`config.mk`:
```
export PLATFORM = sky130hd
export DESIGN_NAME = sicb_config_bank
export DESIGN_NICKNAME = d
export VERILOG_FILES = /design/src/include/sicb_pkg.sv /design/src/hw/sicb_config_bank.sv /design/src/hw/sicb_regfile.sv
export SDC_FILE = /design/constraint.sdc
export NUM_CORES = 1
export LEC_CHECK = 0
export BUFFER_PORTS_ARGS = -buffer_cell sky130_fd_sc_hd__buf_2
export CORE_MARGIN = 4
export CORE_UTILIZATION = 40
export DETAILED_ROUTE_END_ITERATION = 12
export MAX_ROUTING_LAYER = met4
export PLACE_DENSITY = 0.64
export SLEW_MARGIN = 20
export SYNTH_ARGS = -nofsm -noshare
export SYNTH_HDL_FRONTEND = slang
export SYNTH_SLANG_ARGS = --single-unit
```
`constraint.sdc`:
```
create_clock -name I_CLK -period 2.7 [get_ports I_CLK]
set_input_delay 0.135 -clock I_CLK [delete_from_list [all_inputs] [get_ports I_CLK]]
set_output_delay 0.135 -clock I_CLK [all_outputs]
set_load 0.01 [all_outputs]
```
`src/include/sicb_pkg.sv`:
```
/*
  Package for the legacy peripheral configuration bank: port addresses,
  unlock/exit keys, register indices, field positions and power-up values.
  Assumes one 8-bit host I/O data path and 16-bit port addresses.
*/
package sicb_pkg;

  // ****************************************************
  // Host port addresses and key bytes
  // ****************************************************
  localparam logic [15:0] SICB_INDEX_PORT = 16'h03F0;
  localparam logic [15:0] SICB_DATA_PORT = 16'h03F1;
  localparam logic [7:0] SICB_KEY_ENTER = 8'h55;
  localparam logic [7:0] SICB_KEY_EXIT = 8'hAA;

  // ****************************************************
  // Register indices and power-up values
  // ****************************************************
  localparam logic [3:0] SICB_IDX_FUNC = 4'h0;
  localparam logic [3:0] SICB_IDX_PAR = 4'h1;
  localparam logic [3:0] SICB_IDX_SER = 4'h2;
  localparam logic [3:0] SICB_IDX_FLOPPY = 4'h3;
  localparam logic [3:0] SICB_IDX_EXTPAR = 4'h4;
  localparam logic [7:0] SICB_RST_FUNC_A = 8'h3B;
  localparam logic [7:0] SICB_RST_FUNC_B = 8'h2B;
  localparam logic [7:0] SICB_RST_PAR = 8'h9F;
  localparam logic [7:0] SICB_RST_SER = 8'hDC;
  localparam logic [7:0] SICB_RST_FLOPPY = 8'h78;
  localparam logic [7:0] SICB_RST_EXTPAR = 8'h00;
  localparam logic [7:0] SICB_RST_OTHER = 8'h00;

  // ****************************************************
  // Field positions
  // ****************************************************
  localparam int SICB_F_DISK_EN = 0;
  localparam int SICB_F_DISK_AT = 1;
  localparam int SICB_F_RESERVED_ZERO = 2;
  localparam int SICB_F_FLOPPY_PWR = 3;
  localparam int SICB_F_FLOPPY_EN = 4;
  localparam int SICB_F_OSC_LO = 5;
  localparam int SICB_F_VALID = 7;
  localparam int SICB_F_PP_BASE_LO = 0;
  localparam int SICB_F_PP_PWR = 2;
  localparam int SICB_F_PP_PRINTER = 3;
  localparam int SICB_F_IRQ_POL = 4;
  localparam int SICB_F_COM34_LO = 5;
  localparam int SICB_F_PERMIT = 7;
  localparam int SICB_F_SER1_BASE_LO = 0;
  localparam int SICB_F_SER1_EN = 2;
  localparam int SICB_F_SER1_RUN = 3;
  localparam int SICB_F_SER2_BASE_LO = 4;
  localparam int SICB_F_SER2_EN = 6;
  localparam int SICB_F_SER2_RUN = 7;

  // ****************************************************
  // Decoded base addresses
  // ****************************************************
  localparam logic [15:0] SICB_PP_BASE_1 = 16'h03BC;
  localparam logic [15:0] SICB_PP_BASE_2 = 16'h0378;
  localparam logic [15:0] SICB_PP_BASE_3 = 16'h0278;
  localparam logic [15:0] SICB_SER_BASE_0 = 16'h03F8;
  localparam logic [15:0] SICB_SER_BASE_1 = 16'h02F8;
  localparam logic [15:0] SICB_COM3_0 = 16'h0338;
  localparam logic [15:0] SICB_COM4_0 = 16'h0238;
  localparam logic [15:0] SICB_COM3_1 = 16'h03E8;
  localparam logic [15:0] SICB_COM4_1 = 16'h02E8;
  localparam logic [15:0] SICB_COM3_2 = 16'h02E8;
  localparam logic [15:0] SICB_COM4_2 = 16'h02E0;
  localparam logic [15:0] SICB_COM3_3 = 16'h0220;
  localparam logic [15:0] SICB_COM4_3 = 16'h0228;

  // Unlock sequencer states
  typedef enum logic [2:0] {
    SICB_ST_IDLE = 3'b001,
    SICB_ST_KEY1 = 3'b010,
    SICB_ST_CONFIG = 3'b100
  } sicb_state_t;

endpackage : sicb_pkg
```
`src/hw/sicb_config_bank.sv`:
```
/*
  Configuration bank of a legacy PC peripheral chip: index/data port access
  with key unlock, registers 0-3 and register 4 bits 1:0 decoded into control outputs.
  Assumes host I/O cycles are one-clock strobes synchronous to I_CLK and
  that I_POR is the power-up/hard reset; I_RST is the ordinary system reset.
*/
// Notes on behaviour
// - Power-up loads defaults; ordinary system reset leaves configuration untouched.
// - Register 0 at index 0 in config mode; default 3Bh or 2Bh by variant.
// - Reg0 bit0 disk decode enable, bit1 AT/XT select, bit2 written zero.
// - Reg0 bit3 powers floppy controller; clear means low power.
// - Reg0 bit4 enables floppy controller, default set for 3Bh, clear for 2Bh.
// - Reg0 bits6:5 oscillator and baud clock control: 00 on, 11 off, 01 and 10 gated by power-good.
// - Reg0 bit7 is a software flag, zero at power-up, driven out on O_CONFIG_VALID.
// - Register 1 at index 1 in config mode, default 9Fh.
// - Reg1 bits1:0 parallel base: off, 3BCh, 378h, 278h.
// - Reg1 bit2 powers the parallel port.
// - Reg1 bit3 printer mode; clear enables extended modes from register 4.
// - Reg1 bit4 interrupt polarity: high/low driven, or low/high-impedance.
// - ECP or EPP mode forces parallel interrupt low-active open style.
// - Reg1 bits6:5 pick third and fourth serial bases.
// - Reg1 bit7 permits register access; once cleared only hard reset restores.
// - Register 2 at index 2 in config mode, default DCh.
// - Reg2 bits1:0 primary serial base: 3F8h, 2F8h, third, fourth.
// - Reg2 bit2 primary serial enable, bit3 primary normal operation.
// - Reg2 bits5:4 secondary serial base, same coding, default 2F8h.
// - Reg2 bit6 secondary serial enable, bit7 secondary normal operation.
// - Register 3 at index 3 in config mode, default 78h.
// - Two back-to-back 55h index writes enter config mode.
// - AAh to index port in config mode leaves config mode.
// - Index write selects register 0-F, data port reads or writes it.
`timescale 1ns/1ps
module sicb_config_bank
  import sicb_pkg::*;
#(
  parameter bit SECOND_VARIANT = 1'b0
) (
  input wire logic I_CLK,
  input wire logic I_RST,
  input wire logic I_POR,
  input wire logic I_IO_WR,
  input wire logic I_IO_RD,
  input wire logic [15:0] I_IO_ADDR,
  input wire logic [7:0] I_IO_WDATA,
  input wire logic I_POWER_GOOD_INPUT,
  input wire logic I_SER1_IRQ,
  input wire logic I_SER2_IRQ,
  input wire logic I_FLOPPY_IRQ,
  input wire logic I_PAR_IRQ,
  output logic [7:0] O_IO_RDATA,
  output logic O_IO_RVALID,
  output logic O_CONFIG_MODE,
  output logic O_DISK_EN,
  output logic O_DISK_AT,
  output logic O_FLOPPY_POWER_BIT,
  output logic O_FLOPPY_ENABLE_BIT,
  output logic O_OSC_RUN,
  output logic O_BAUD_CLOCK_GENERATOR_EN,
  output logic O_CONFIG_VALID,
  output logic O_PP_EN,
  output logic [15:0] O_PP_BASE,
  output logic O_PP_POWER,
  output logic O_PP_PRINTER_MODE,
  output logic [1:0] O_PP_EXT_MODE,
  output logic O_CONFIG_ACCESS_PERMIT,
  output logic O_SER1_EN,
  output logic O_SER1_RUN,
  output logic [15:0] O_SER1_BASE,
  output logic O_SER2_EN,
  output logic O_SER2_RUN,
  output logic [15:0] O_SER2_BASE,
  output logic [7:0] O_FLOPPY_INTERFACE_OPTIONS,
  output logic O_SER1_IRQ_O,
  output logic O_SER1_IRQ_OE_N,
  output logic O_SER2_IRQ_O,
  output logic O_SER2_IRQ_OE_N,
  output logic O_FLOPPY_INTERRUPT_OUT_O,
  output logic O_FLOPPY_INTERRUPT_OUT_OE_N,
  output logic O_PARALLEL_INTERRUPT_OUT_O,
  output logic O_PARALLEL_INTERRUPT_OUT_OE_N
);

  localparam logic [7:0] FUNC_DEFAULT = SECOND_VARIANT ? SICB_RST_FUNC_B : SICB_RST_FUNC_A;

  typedef struct packed {
    sicb_state_t state;
    logic [3:0] index;
    logic rvalid;
  } sicb_ctl_t;

  sicb_ctl_t st_reg;
  sicb_ctl_t st_next;
  logic [127:0] flat;
  logic [15:0][7:0] cfg;
  logic [7:0] mem_rdata;
  logic mem_we;
  logic [7:0] mem_wdata;
  logic idx_wr;
  logic data_wr;
  logic data_rd;
  logic [7:0] r_func;
  logic [7:0] r_par;
  logic [7:0] r_ser;
  logic [1:0] ext_mode;
  logic ecp_or_epp;

  // ****************************************************
  // Helper functions
  // ****************************************************

  // Serial base decode shared by both ports
  function automatic logic [15:0] ser_base(input logic [1:0] sel, input logic [1:0] com34, input logic fourth);
    logic [15:0] c3;
    logic [15:0] c4;
    c3 = SICB_COM3_0;
    c4 = SICB_COM4_0;
    case (com34)
      2'b00: begin c3 = SICB_COM3_0; c4 = SICB_COM4_0; end
      2'b01: begin c3 = SICB_COM3_1; c4 = SICB_COM4_1; end
      2'b10: begin c3 = SICB_COM3_2; c4 = SICB_COM4_2; end
      default: begin c3 = SICB_COM3_3; c4 = SICB_COM4_3; end
    endcase
    case (sel)
      2'b00: ser_base = SICB_SER_BASE_0;
      2'b01: ser_base = SICB_SER_BASE_1;
      2'b10: ser_base = c3;
      default: ser_base = c4;
    endcase
    if (fourth) begin
      ser_base = c4;
    end
  endfunction : ser_base

  // Interrupt pin drive from polarity: value and active-low enable
  function automatic logic [1:0] irq_drive(input logic req, input logic active_high);
    if (active_high) begin
      irq_drive = {req, 1'b0};
    end else begin
      irq_drive = {1'b0, ~req};
    end
  endfunction : irq_drive

  // ****************************************************
  // Host port decode
  // ****************************************************
  assign idx_wr = I_IO_WR && (I_IO_ADDR == SICB_INDEX_PORT);
  assign data_wr = I_IO_WR && (I_IO_ADDR == SICB_DATA_PORT);
  assign data_rd = I_IO_RD && (I_IO_ADDR == SICB_DATA_PORT);

  // Config writes need mode and permit bit
  always_comb begin
    mem_we = data_wr && (st_reg.state == SICB_ST_CONFIG) && r_par[SICB_F_PERMIT];
    mem_wdata = I_IO_WDATA;
    if (st_reg.index == SICB_IDX_FUNC) begin
      mem_wdata[SICB_F_RESERVED_ZERO] = 1'b0;
    end
    if (st_reg.index == SICB_IDX_PAR && !r_par[SICB_F_PERMIT]) begin
      mem_wdata[SICB_F_PERMIT] = 1'b0;
    end
  end

  // ****************************************************
  // Unlock sequencer and index
  // ****************************************************
  always_comb begin
    st_next = st_reg;
    st_next.rvalid = 1'b0;
    case (st_reg.state)
      SICB_ST_IDLE: begin
        if (idx_wr && I_IO_WDATA == SICB_KEY_ENTER) begin
          st_next.state = SICB_ST_KEY1;
        end
      end
      SICB_ST_KEY1: begin
        if (idx_wr && I_IO_WDATA == SICB_KEY_ENTER) begin
          st_next.state = SICB_ST_CONFIG;
        end else if (I_IO_WR) begin
          st_next.state = SICB_ST_IDLE;
        end
      end
      SICB_ST_CONFIG: begin
        if (idx_wr && I_IO_WDATA == SICB_KEY_EXIT) begin
          st_next.state = SICB_ST_IDLE;
        end else if (idx_wr) begin
          st_next.index = I_IO_WDATA[3:0];
        end
        if (data_rd) begin
          st_next.rvalid = 1'b1;
        end
      end
      default: begin
        st_next.state = SICB_ST_IDLE;
      end
    endcase
  end

  // Index reset only by power-up; system reset drops config mode
  always_ff @(posedge I_CLK) begin
    if (I_POR) begin
      st_reg <= '{state: SICB_ST_IDLE, index: 4'h0, rvalid: 1'b0};
    end else if (I_RST) begin
      st_reg <= '{state: SICB_ST_IDLE, index: st_reg.index, rvalid: 1'b0};
    end else begin
      st_reg <= st_next;
    end
  end

  // ****************************************************
  // Register store, loaded only at power-up
  // ****************************************************
  sicb_regfile #(
    .FUNC_DEFAULT(FUNC_DEFAULT)
  ) u_store (
    .i_clk(I_CLK),
    .i_init(I_POR),
    .i_we(mem_we),
    .i_addr(st_reg.index),
    .i_wdata(mem_wdata),
    .o_rdata(mem_rdata),
    .o_flat(flat)
  );

  assign cfg = flat;
  assign r_func = cfg[SICB_IDX_FUNC];
  assign r_par = cfg[SICB_IDX_PAR];
  assign r_ser = cfg[SICB_IDX_SER];
  assign ext_mode = cfg[SICB_IDX_EXTPAR][1:0];

  // Read data blanked when access is locked
  assign O_IO_RDATA = r_par[SICB_F_PERMIT] ? mem_rdata : 8'h00;
  assign O_IO_RVALID = st_reg.rvalid;
  assign O_CONFIG_MODE = (st_reg.state == SICB_ST_CONFIG);

  // ****************************************************
  // Function control decode
  // ****************************************************
  assign O_DISK_EN = r_func[SICB_F_DISK_EN];
  assign O_DISK_AT = r_func[SICB_F_DISK_AT];
  assign O_FLOPPY_POWER_BIT = r_func[SICB_F_FLOPPY_PWR];
  assign O_FLOPPY_ENABLE_BIT = r_func[SICB_F_FLOPPY_EN];
  assign O_CONFIG_VALID = r_func[SICB_F_VALID];

  // Oscillator and baud clock gating
  always_comb begin
    case (r_func[SICB_F_OSC_LO +: 2])
      2'b00: begin O_OSC_RUN = 1'b1; O_BAUD_CLOCK_GENERATOR_EN = 1'b1; end
      2'b11: begin O_OSC_RUN = 1'b0; O_BAUD_CLOCK_GENERATOR_EN = 1'b0; end
      default: begin
        O_OSC_RUN = I_POWER_GOOD_INPUT;
        O_BAUD_CLOCK_GENERATOR_EN = I_POWER_GOOD_INPUT;
      end
    endcase
  end

  // Parallel port decode
  always_comb begin
    O_PP_EN = (r_par[SICB_F_PP_BASE_LO +: 2] != 2'b00);
    case (r_par[SICB_F_PP_BASE_LO +: 2])
      2'b01: O_PP_BASE = SICB_PP_BASE_1;
      2'b10: O_PP_BASE = SICB_PP_BASE_2;
      2'b11: O_PP_BASE = SICB_PP_BASE_3;
      default: O_PP_BASE = 16'h0000;
    endcase
  end
  assign O_PP_POWER = r_par[SICB_F_PP_PWR];
  assign O_PP_PRINTER_MODE = r_par[SICB_F_PP_PRINTER];
  assign O_PP_EXT_MODE = r_par[SICB_F_PP_PRINTER] ? 2'b00 : ext_mode;
  assign ecp_or_epp = !r_par[SICB_F_PP_PRINTER] && (ext_mode != 2'b00);
  assign O_CONFIG_ACCESS_PERMIT = r_par[SICB_F_PERMIT];

  // Serial port decode
  assign O_SER1_BASE = ser_base(r_ser[SICB_F_SER1_BASE_LO +: 2], r_par[SICB_F_COM34_LO +: 2], 1'b0);
  assign O_SER2_BASE = ser_base(r_ser[SICB_F_SER2_BASE_LO +: 2], r_par[SICB_F_COM34_LO +: 2], 1'b0);
  assign O_SER1_EN = r_ser[SICB_F_SER1_EN];
  assign O_SER1_RUN = r_ser[SICB_F_SER1_RUN];
  assign O_SER2_EN = r_ser[SICB_F_SER2_EN];
  assign O_SER2_RUN = r_ser[SICB_F_SER2_RUN];
  assign O_FLOPPY_INTERFACE_OPTIONS = cfg[SICB_IDX_FLOPPY];

  // ****************************************************
  // Interrupt pin drivers
  // ****************************************************
  assign {O_SER1_IRQ_O, O_SER1_IRQ_OE_N} = irq_drive(I_SER1_IRQ, r_par[SICB_F_IRQ_POL]);
  assign {O_SER2_IRQ_O, O_SER2_IRQ_OE_N} = irq_drive(I_SER2_IRQ, r_par[SICB_F_IRQ_POL]);
  assign {O_FLOPPY_INTERRUPT_OUT_O, O_FLOPPY_INTERRUPT_OUT_OE_N} =
    irq_drive(I_FLOPPY_IRQ, r_par[SICB_F_IRQ_POL]);
  assign {O_PARALLEL_INTERRUPT_OUT_O, O_PARALLEL_INTERRUPT_OUT_OE_N} =
    irq_drive(I_PAR_IRQ, r_par[SICB_F_IRQ_POL] && !ecp_or_epp);

endmodule : sicb_config_bank

```
`src/hw/sicb_regfile.sv`:
```
/*
  Sixteen-entry by 8-bit configuration store with registered read data.
  Assumes the caller gates writes; contents are loaded only by i_init.
*/
`timescale 1ns/1ps
module sicb_regfile
  import sicb_pkg::*;
#(
  parameter logic [7:0] FUNC_DEFAULT = SICB_RST_FUNC_A
) (
  input wire logic i_clk,
  input wire logic i_init,
  input wire logic i_we,
  input wire logic [3:0] i_addr,
  input wire logic [7:0] i_wdata,
  output logic [7:0] o_rdata,
  output logic [127:0] o_flat
);

  typedef struct packed {
    logic [15:0][7:0] mem;
    logic [7:0] rdata;
  } sicb_mem_state_t;

  sicb_mem_state_t st_reg;
  sicb_mem_state_t st_next;

  // ****************************************************
  // Next state: power-up load, write, registered read
  // ****************************************************
  always_comb begin
    st_next = st_reg;
    if (i_init) begin
      for (int i = 0; i < 16; i++) begin
        st_next.mem[i] = SICB_RST_OTHER;
      end
      st_next.mem[SICB_IDX_FUNC] = FUNC_DEFAULT;
      st_next.mem[SICB_IDX_PAR] = SICB_RST_PAR;
      st_next.mem[SICB_IDX_SER] = SICB_RST_SER;
      st_next.mem[SICB_IDX_FLOPPY] = SICB_RST_FLOPPY;
      st_next.mem[SICB_IDX_EXTPAR] = SICB_RST_EXTPAR;
    end else if (i_we) begin
      st_next.mem[i_addr] = i_wdata;
    end
    st_next.rdata = st_next.mem[i_addr];
  end

  // State register
  always_ff @(posedge i_clk) begin
    st_reg <= st_next;
  end

  assign o_rdata = st_reg.rdata;
  assign o_flat = st_reg.mem;

endmodule : sicb_regfile

```
Word-level counts from Yosys, hierarchy flattened
Index checks and enable logic that the tools add are counted.

operators by class
  order comparisons = 2
  equality and inequality tests = 21
  multiplexer cells = 27
  bitwise operators = 7
  reductions and logical operators = 25

operator list
  cell                  count
  $mux 128              2
  $bwmux 128            1
  $pmux 16 s3           2
  $bmux 8 s4            1
  $demux 8 s4           1
  $eq 16x10->1 const B  2
  $pmux 10 s3           1
  $pmux 9 s3            1
  $mux 8                3
  $pmux 8 s3            1
  $eq 2x2->1 const B    6
  $mux 3                4
  $logic_and 1x1->1     11
  $mux 2                5
  $pmux 3 s3            1
  $eq 2x1->1 const B    4
  $eq 8x7->1 const B    1
  $eq 8x8->1 const B    1
  $logic_not 2->1       4
  $not 1->1             7
  $lt 4x5->1 const B    1
  $eq 4x1->1 const B    1
  $ge 4x1->1 const B    1
  $logic_not 4->1       1
  other kinds (14)      19

word-level totals
  bits in registers = 144
  input bits = 34
  output and inout port bits = 91
  word-level logic and storage cells = 102

Longest topological paths before layout
  word-level depth = 9
  mapped depth = 10

Hierarchy
Synthesis repeated with hierarchy kept, for this count alone.

unflattened totals
  cell total of the unflattened synthesis = 924
  area total of the unflattened synthesis = 7631.1 um^2

modules (own cells, without submodules)
  module            times used  cells an instance  area each (um^2)  sequential area each (um^2)
  sicb_regfile      1           778                6459.9            2722.6
  sicb_config_bank  1           146                1171.1            160.2

Least setup slack after synthesis
OpenSTA, ideal clock, no wires.

  kind = input port to flip-flop
  start = input I_IO_ADDR[13]
  end = register u_store.st_reg, in the netlist u_store.o_rdata[2]
  setup time = 0.138 ns
  data arrival time = 2.640 ns
  path slack = -0.078 ns
  stages on the path = 8
  buffers on the path = 1
  cells stage by stage = or4_4 or4_4 clkbuf_1 nor3_1 mux2i_1 o22ai_1 nor4b_1 o2111ai_1

RTL lines
  what                  line                    source
  from (decl)           sicb_config_bank.sv:43  input wire logic [15:0] I_IO_ADDR,
  to (signal assigned)  sicb_regfile.sv:50      st_reg <= st_next;
  to (decl)             sicb_regfile.sv:25      sicb_mem_state_t st_reg;

==> flow_summary.toml <==
[route]
met3_length_um = 2520
top_layer = "met4"
dr_wl_met2_um = 11800
drc = 0
m1WireLength_um = 11400
drt_wl_total_um = 26800
antenna_left = 0
drt_iter0_drc = 882
vias = 7492
dr.pass1.iters = 8
wl_per_cell_um = 20.5
via_per_inst = 5.74

[placement]
dpl.hpwl_um = 19500
place_ws_ps = -93.8
place_congestion = 1.00
port_buffers = 94
placed_cells = 1271

[sta]
relSlewSlack = 0.590
fin_crit_sh = 0.956
worstMarginPinSlew_ps = 615
hold_violations = 0
hold_slack_ps = 124
fin_skew_ps = 9.26
period_needed_ps = 2580
rsz0062_at_grt = "false"
report.final.slew_viol_count = 0
setup_violations = 0
fmax_ghz = 0.388
setup_slack_ps = 120

[synthesis]
ys_warn_count = 0
ys_async_sr_fraction = 0
avgSynthCellArea_um2 = 8.10
synth.largest_area_cell = "dfxtp_1"
synthFlopType = "dfxtp_1"
synth_top_area_share = 0.381
synth_edf_count = 0
synth_seq_cells = 144
synth_most_common_cell = "dfxtp_1"
yosysUniqueCellTypes = 67
yosysSeqAreaShare = 0.381
synth_commonest_cells = "dfxtp_1 (144), nand2_1 (135), nor2_1 (99)"
syn_inst = 935
synth_area_um2 = 7570
ys_top_cells_by_area = "dfxtp_1 (38%), mux2i_1 (10%), nand2_1 (6.7%)"

[critical_path]
end_kind = "register"
cp_max_fo = 6
cp.required_ps = 2990
cp.arrival_ps = 2870
worstSetupStartpointType = "register"
setup.worst_path.class = "register to register"

[clock_network]
ctsLongestPathBuffers = 2
root_buffer = "clkbuf_16"
postCtsSetupRepairBufs = 0
cts_tree = "built"
path_clk_slew_ps = 60
htreeDepth = 4
clk_latency_ps = 430
cts_buffers = 17
clkSinkCount = 144

[final_layout]
final_cells = 1306
final_util = 0.499
num-fill-cells = 1826
largest_reg_flops = 128
final_net_count = 1104
area_delta_synth_final_pct = 23.0
n_antenna_cell = 0
layout-drive-gt1-share = 0.226

[floorplan]
pin_count = 125
start_util = 0.406
die-area_um2 = 21200
coreArea_um2 = 18600
die_y_um = 146
rows = 50
die_x_um = 146

[worst_hold_path]
hp-class = "primary input to register"

[grt]
grt-ovfl-total = 0
grt_pass1_wl_um = 40500
antenna_found_initial = 0
grt_max_degree = 71
grt_use_total = 0.251
grt_pass1_vias = 6919

[job]
cap_violations = 0

[power]
cellPowerDensity_nw_per_um2 = 518
p_leak_uw = 0.00397
p_seq_frac = 0.441
pwr-share-clk = 0.520
p_switching_uw = 1080
p_int_uw = 3740
combPwrFrac = 0.040
swShare = 0.223
ir_drop_v = 0.000424

[run_status]
status = "complete, no violations"
## power by group through the flow
stage / clock network [uW] / logic, uW / registers [uW]
finish: 2510 / 191 / 2120
detailed placement: 0 / 180 / 2170
floorplan: 0 / 135 / 2170
global placement: 0 / 181 / 2170
CTS: 2530 / 184 / 2120
global route: 2620 / 202 / 2120
## worst max-delay path, stage by stage, from the launching register on
cell,delay (ps)
dfxtp_1,390
or3b_4,450
inv_1,110
and3_1,210
and3_1,270
nand3_1,210
buf_4,250
mux2i_1,200
a2bb2oi_1,260
nand4_1,110
## routing by layer
metal,global-route usage,up-vias
li1,-,3491
met1,0.324,3487
met2,0.376,429
met3,0.0635,85
met4,0.103,0
met5,-,-
## cells by family (layout without fill, tap and decap cells)
| kind of cell | count (synthesis) | count (layout) | synth area share |
|---|---|---|---|
| muxes | 83 | 83 | 0.111 |
| buffers and inverters | 123 | 232 | 0.0835 |
| other | 2 | 30 | 0.000992 |
| adders and majority gates | 11 | 11 | 0.0182 |
| AOI/OAI and AO/OA | 170 | 170 | 0.144 |
| DFF | 144 | 144 | 0.381 |
| and+or+nand+nor | 402 | 402 | 0.261 |
## cells in the final DEF (no fill, tap or decap), drive strengths merged, types with 5 or more instances in the layout
master / instances
a211oi: 6
a21oi: 77
a32oi: 8
and2: 15
and3: 14
buf: 182
clkbuf: 19
clkinv: 7
conb: 30
dfxtp: 144
ha: 11
inv: 14
mux2: 6
mux2i: 77
nand2: 135
nand2b: 8
nand3: 35
nand4: 11
nor2: 99
nor2b: 9
nor3: 30
nor3b: 6
nor4: 13
nor4b: 5
o211ai: 6
o21ai: 18
## final cells by class
cell class / count / area [um^2] / share of cell area
flip-flops and latches: 144 / 2890 / 0.310
multi-input cells: 696 / 4210 / 0.452
well taps: 234 / 293 / 0.0314
repair buffers: 185 / 1240 / 0.133
inverters: 15 / 56.3 / 0.00605
clock buffers: 19 / 443 / 0.0476
clock inverters: 13 / 188 / 0.0202
## what timing repair did
action	in CTS	in global routing
resized for setup	1	9
cloned	0	0
hold buffers	3	0
endpoints found under the hold margin	5	0
setup endpoints to repair	1	9
## per-stage QoR
stage	area, um^2	total power, uW	TNS, ps
2_1_floorplan	7690	2310	-1.75
3_3_place_gp	8620	2350	-51.0
3_5_place_dp	8620	2350	-125
4_1_cts	9280	4840	0
5_1_grt	9310	4940	0
6_report	9310	4820	0
## path summary, 6_finish.rpt
kind	slack, ps	cells past startpoint	start	end
worst max-delay path	120	9	st_reg[7]	u_store.o_rdata[6]
worst min-delay path	120	3	I_IO_WDATA[7]	u_store.o_flat[47]
worst max register to register	120	9	st_reg[7]	u_store.o_rdata[6]
worst min register to register	450	2	u_store.o_flat[47]	u_store.o_flat[47]
Power figures use the tool's default switching activity.
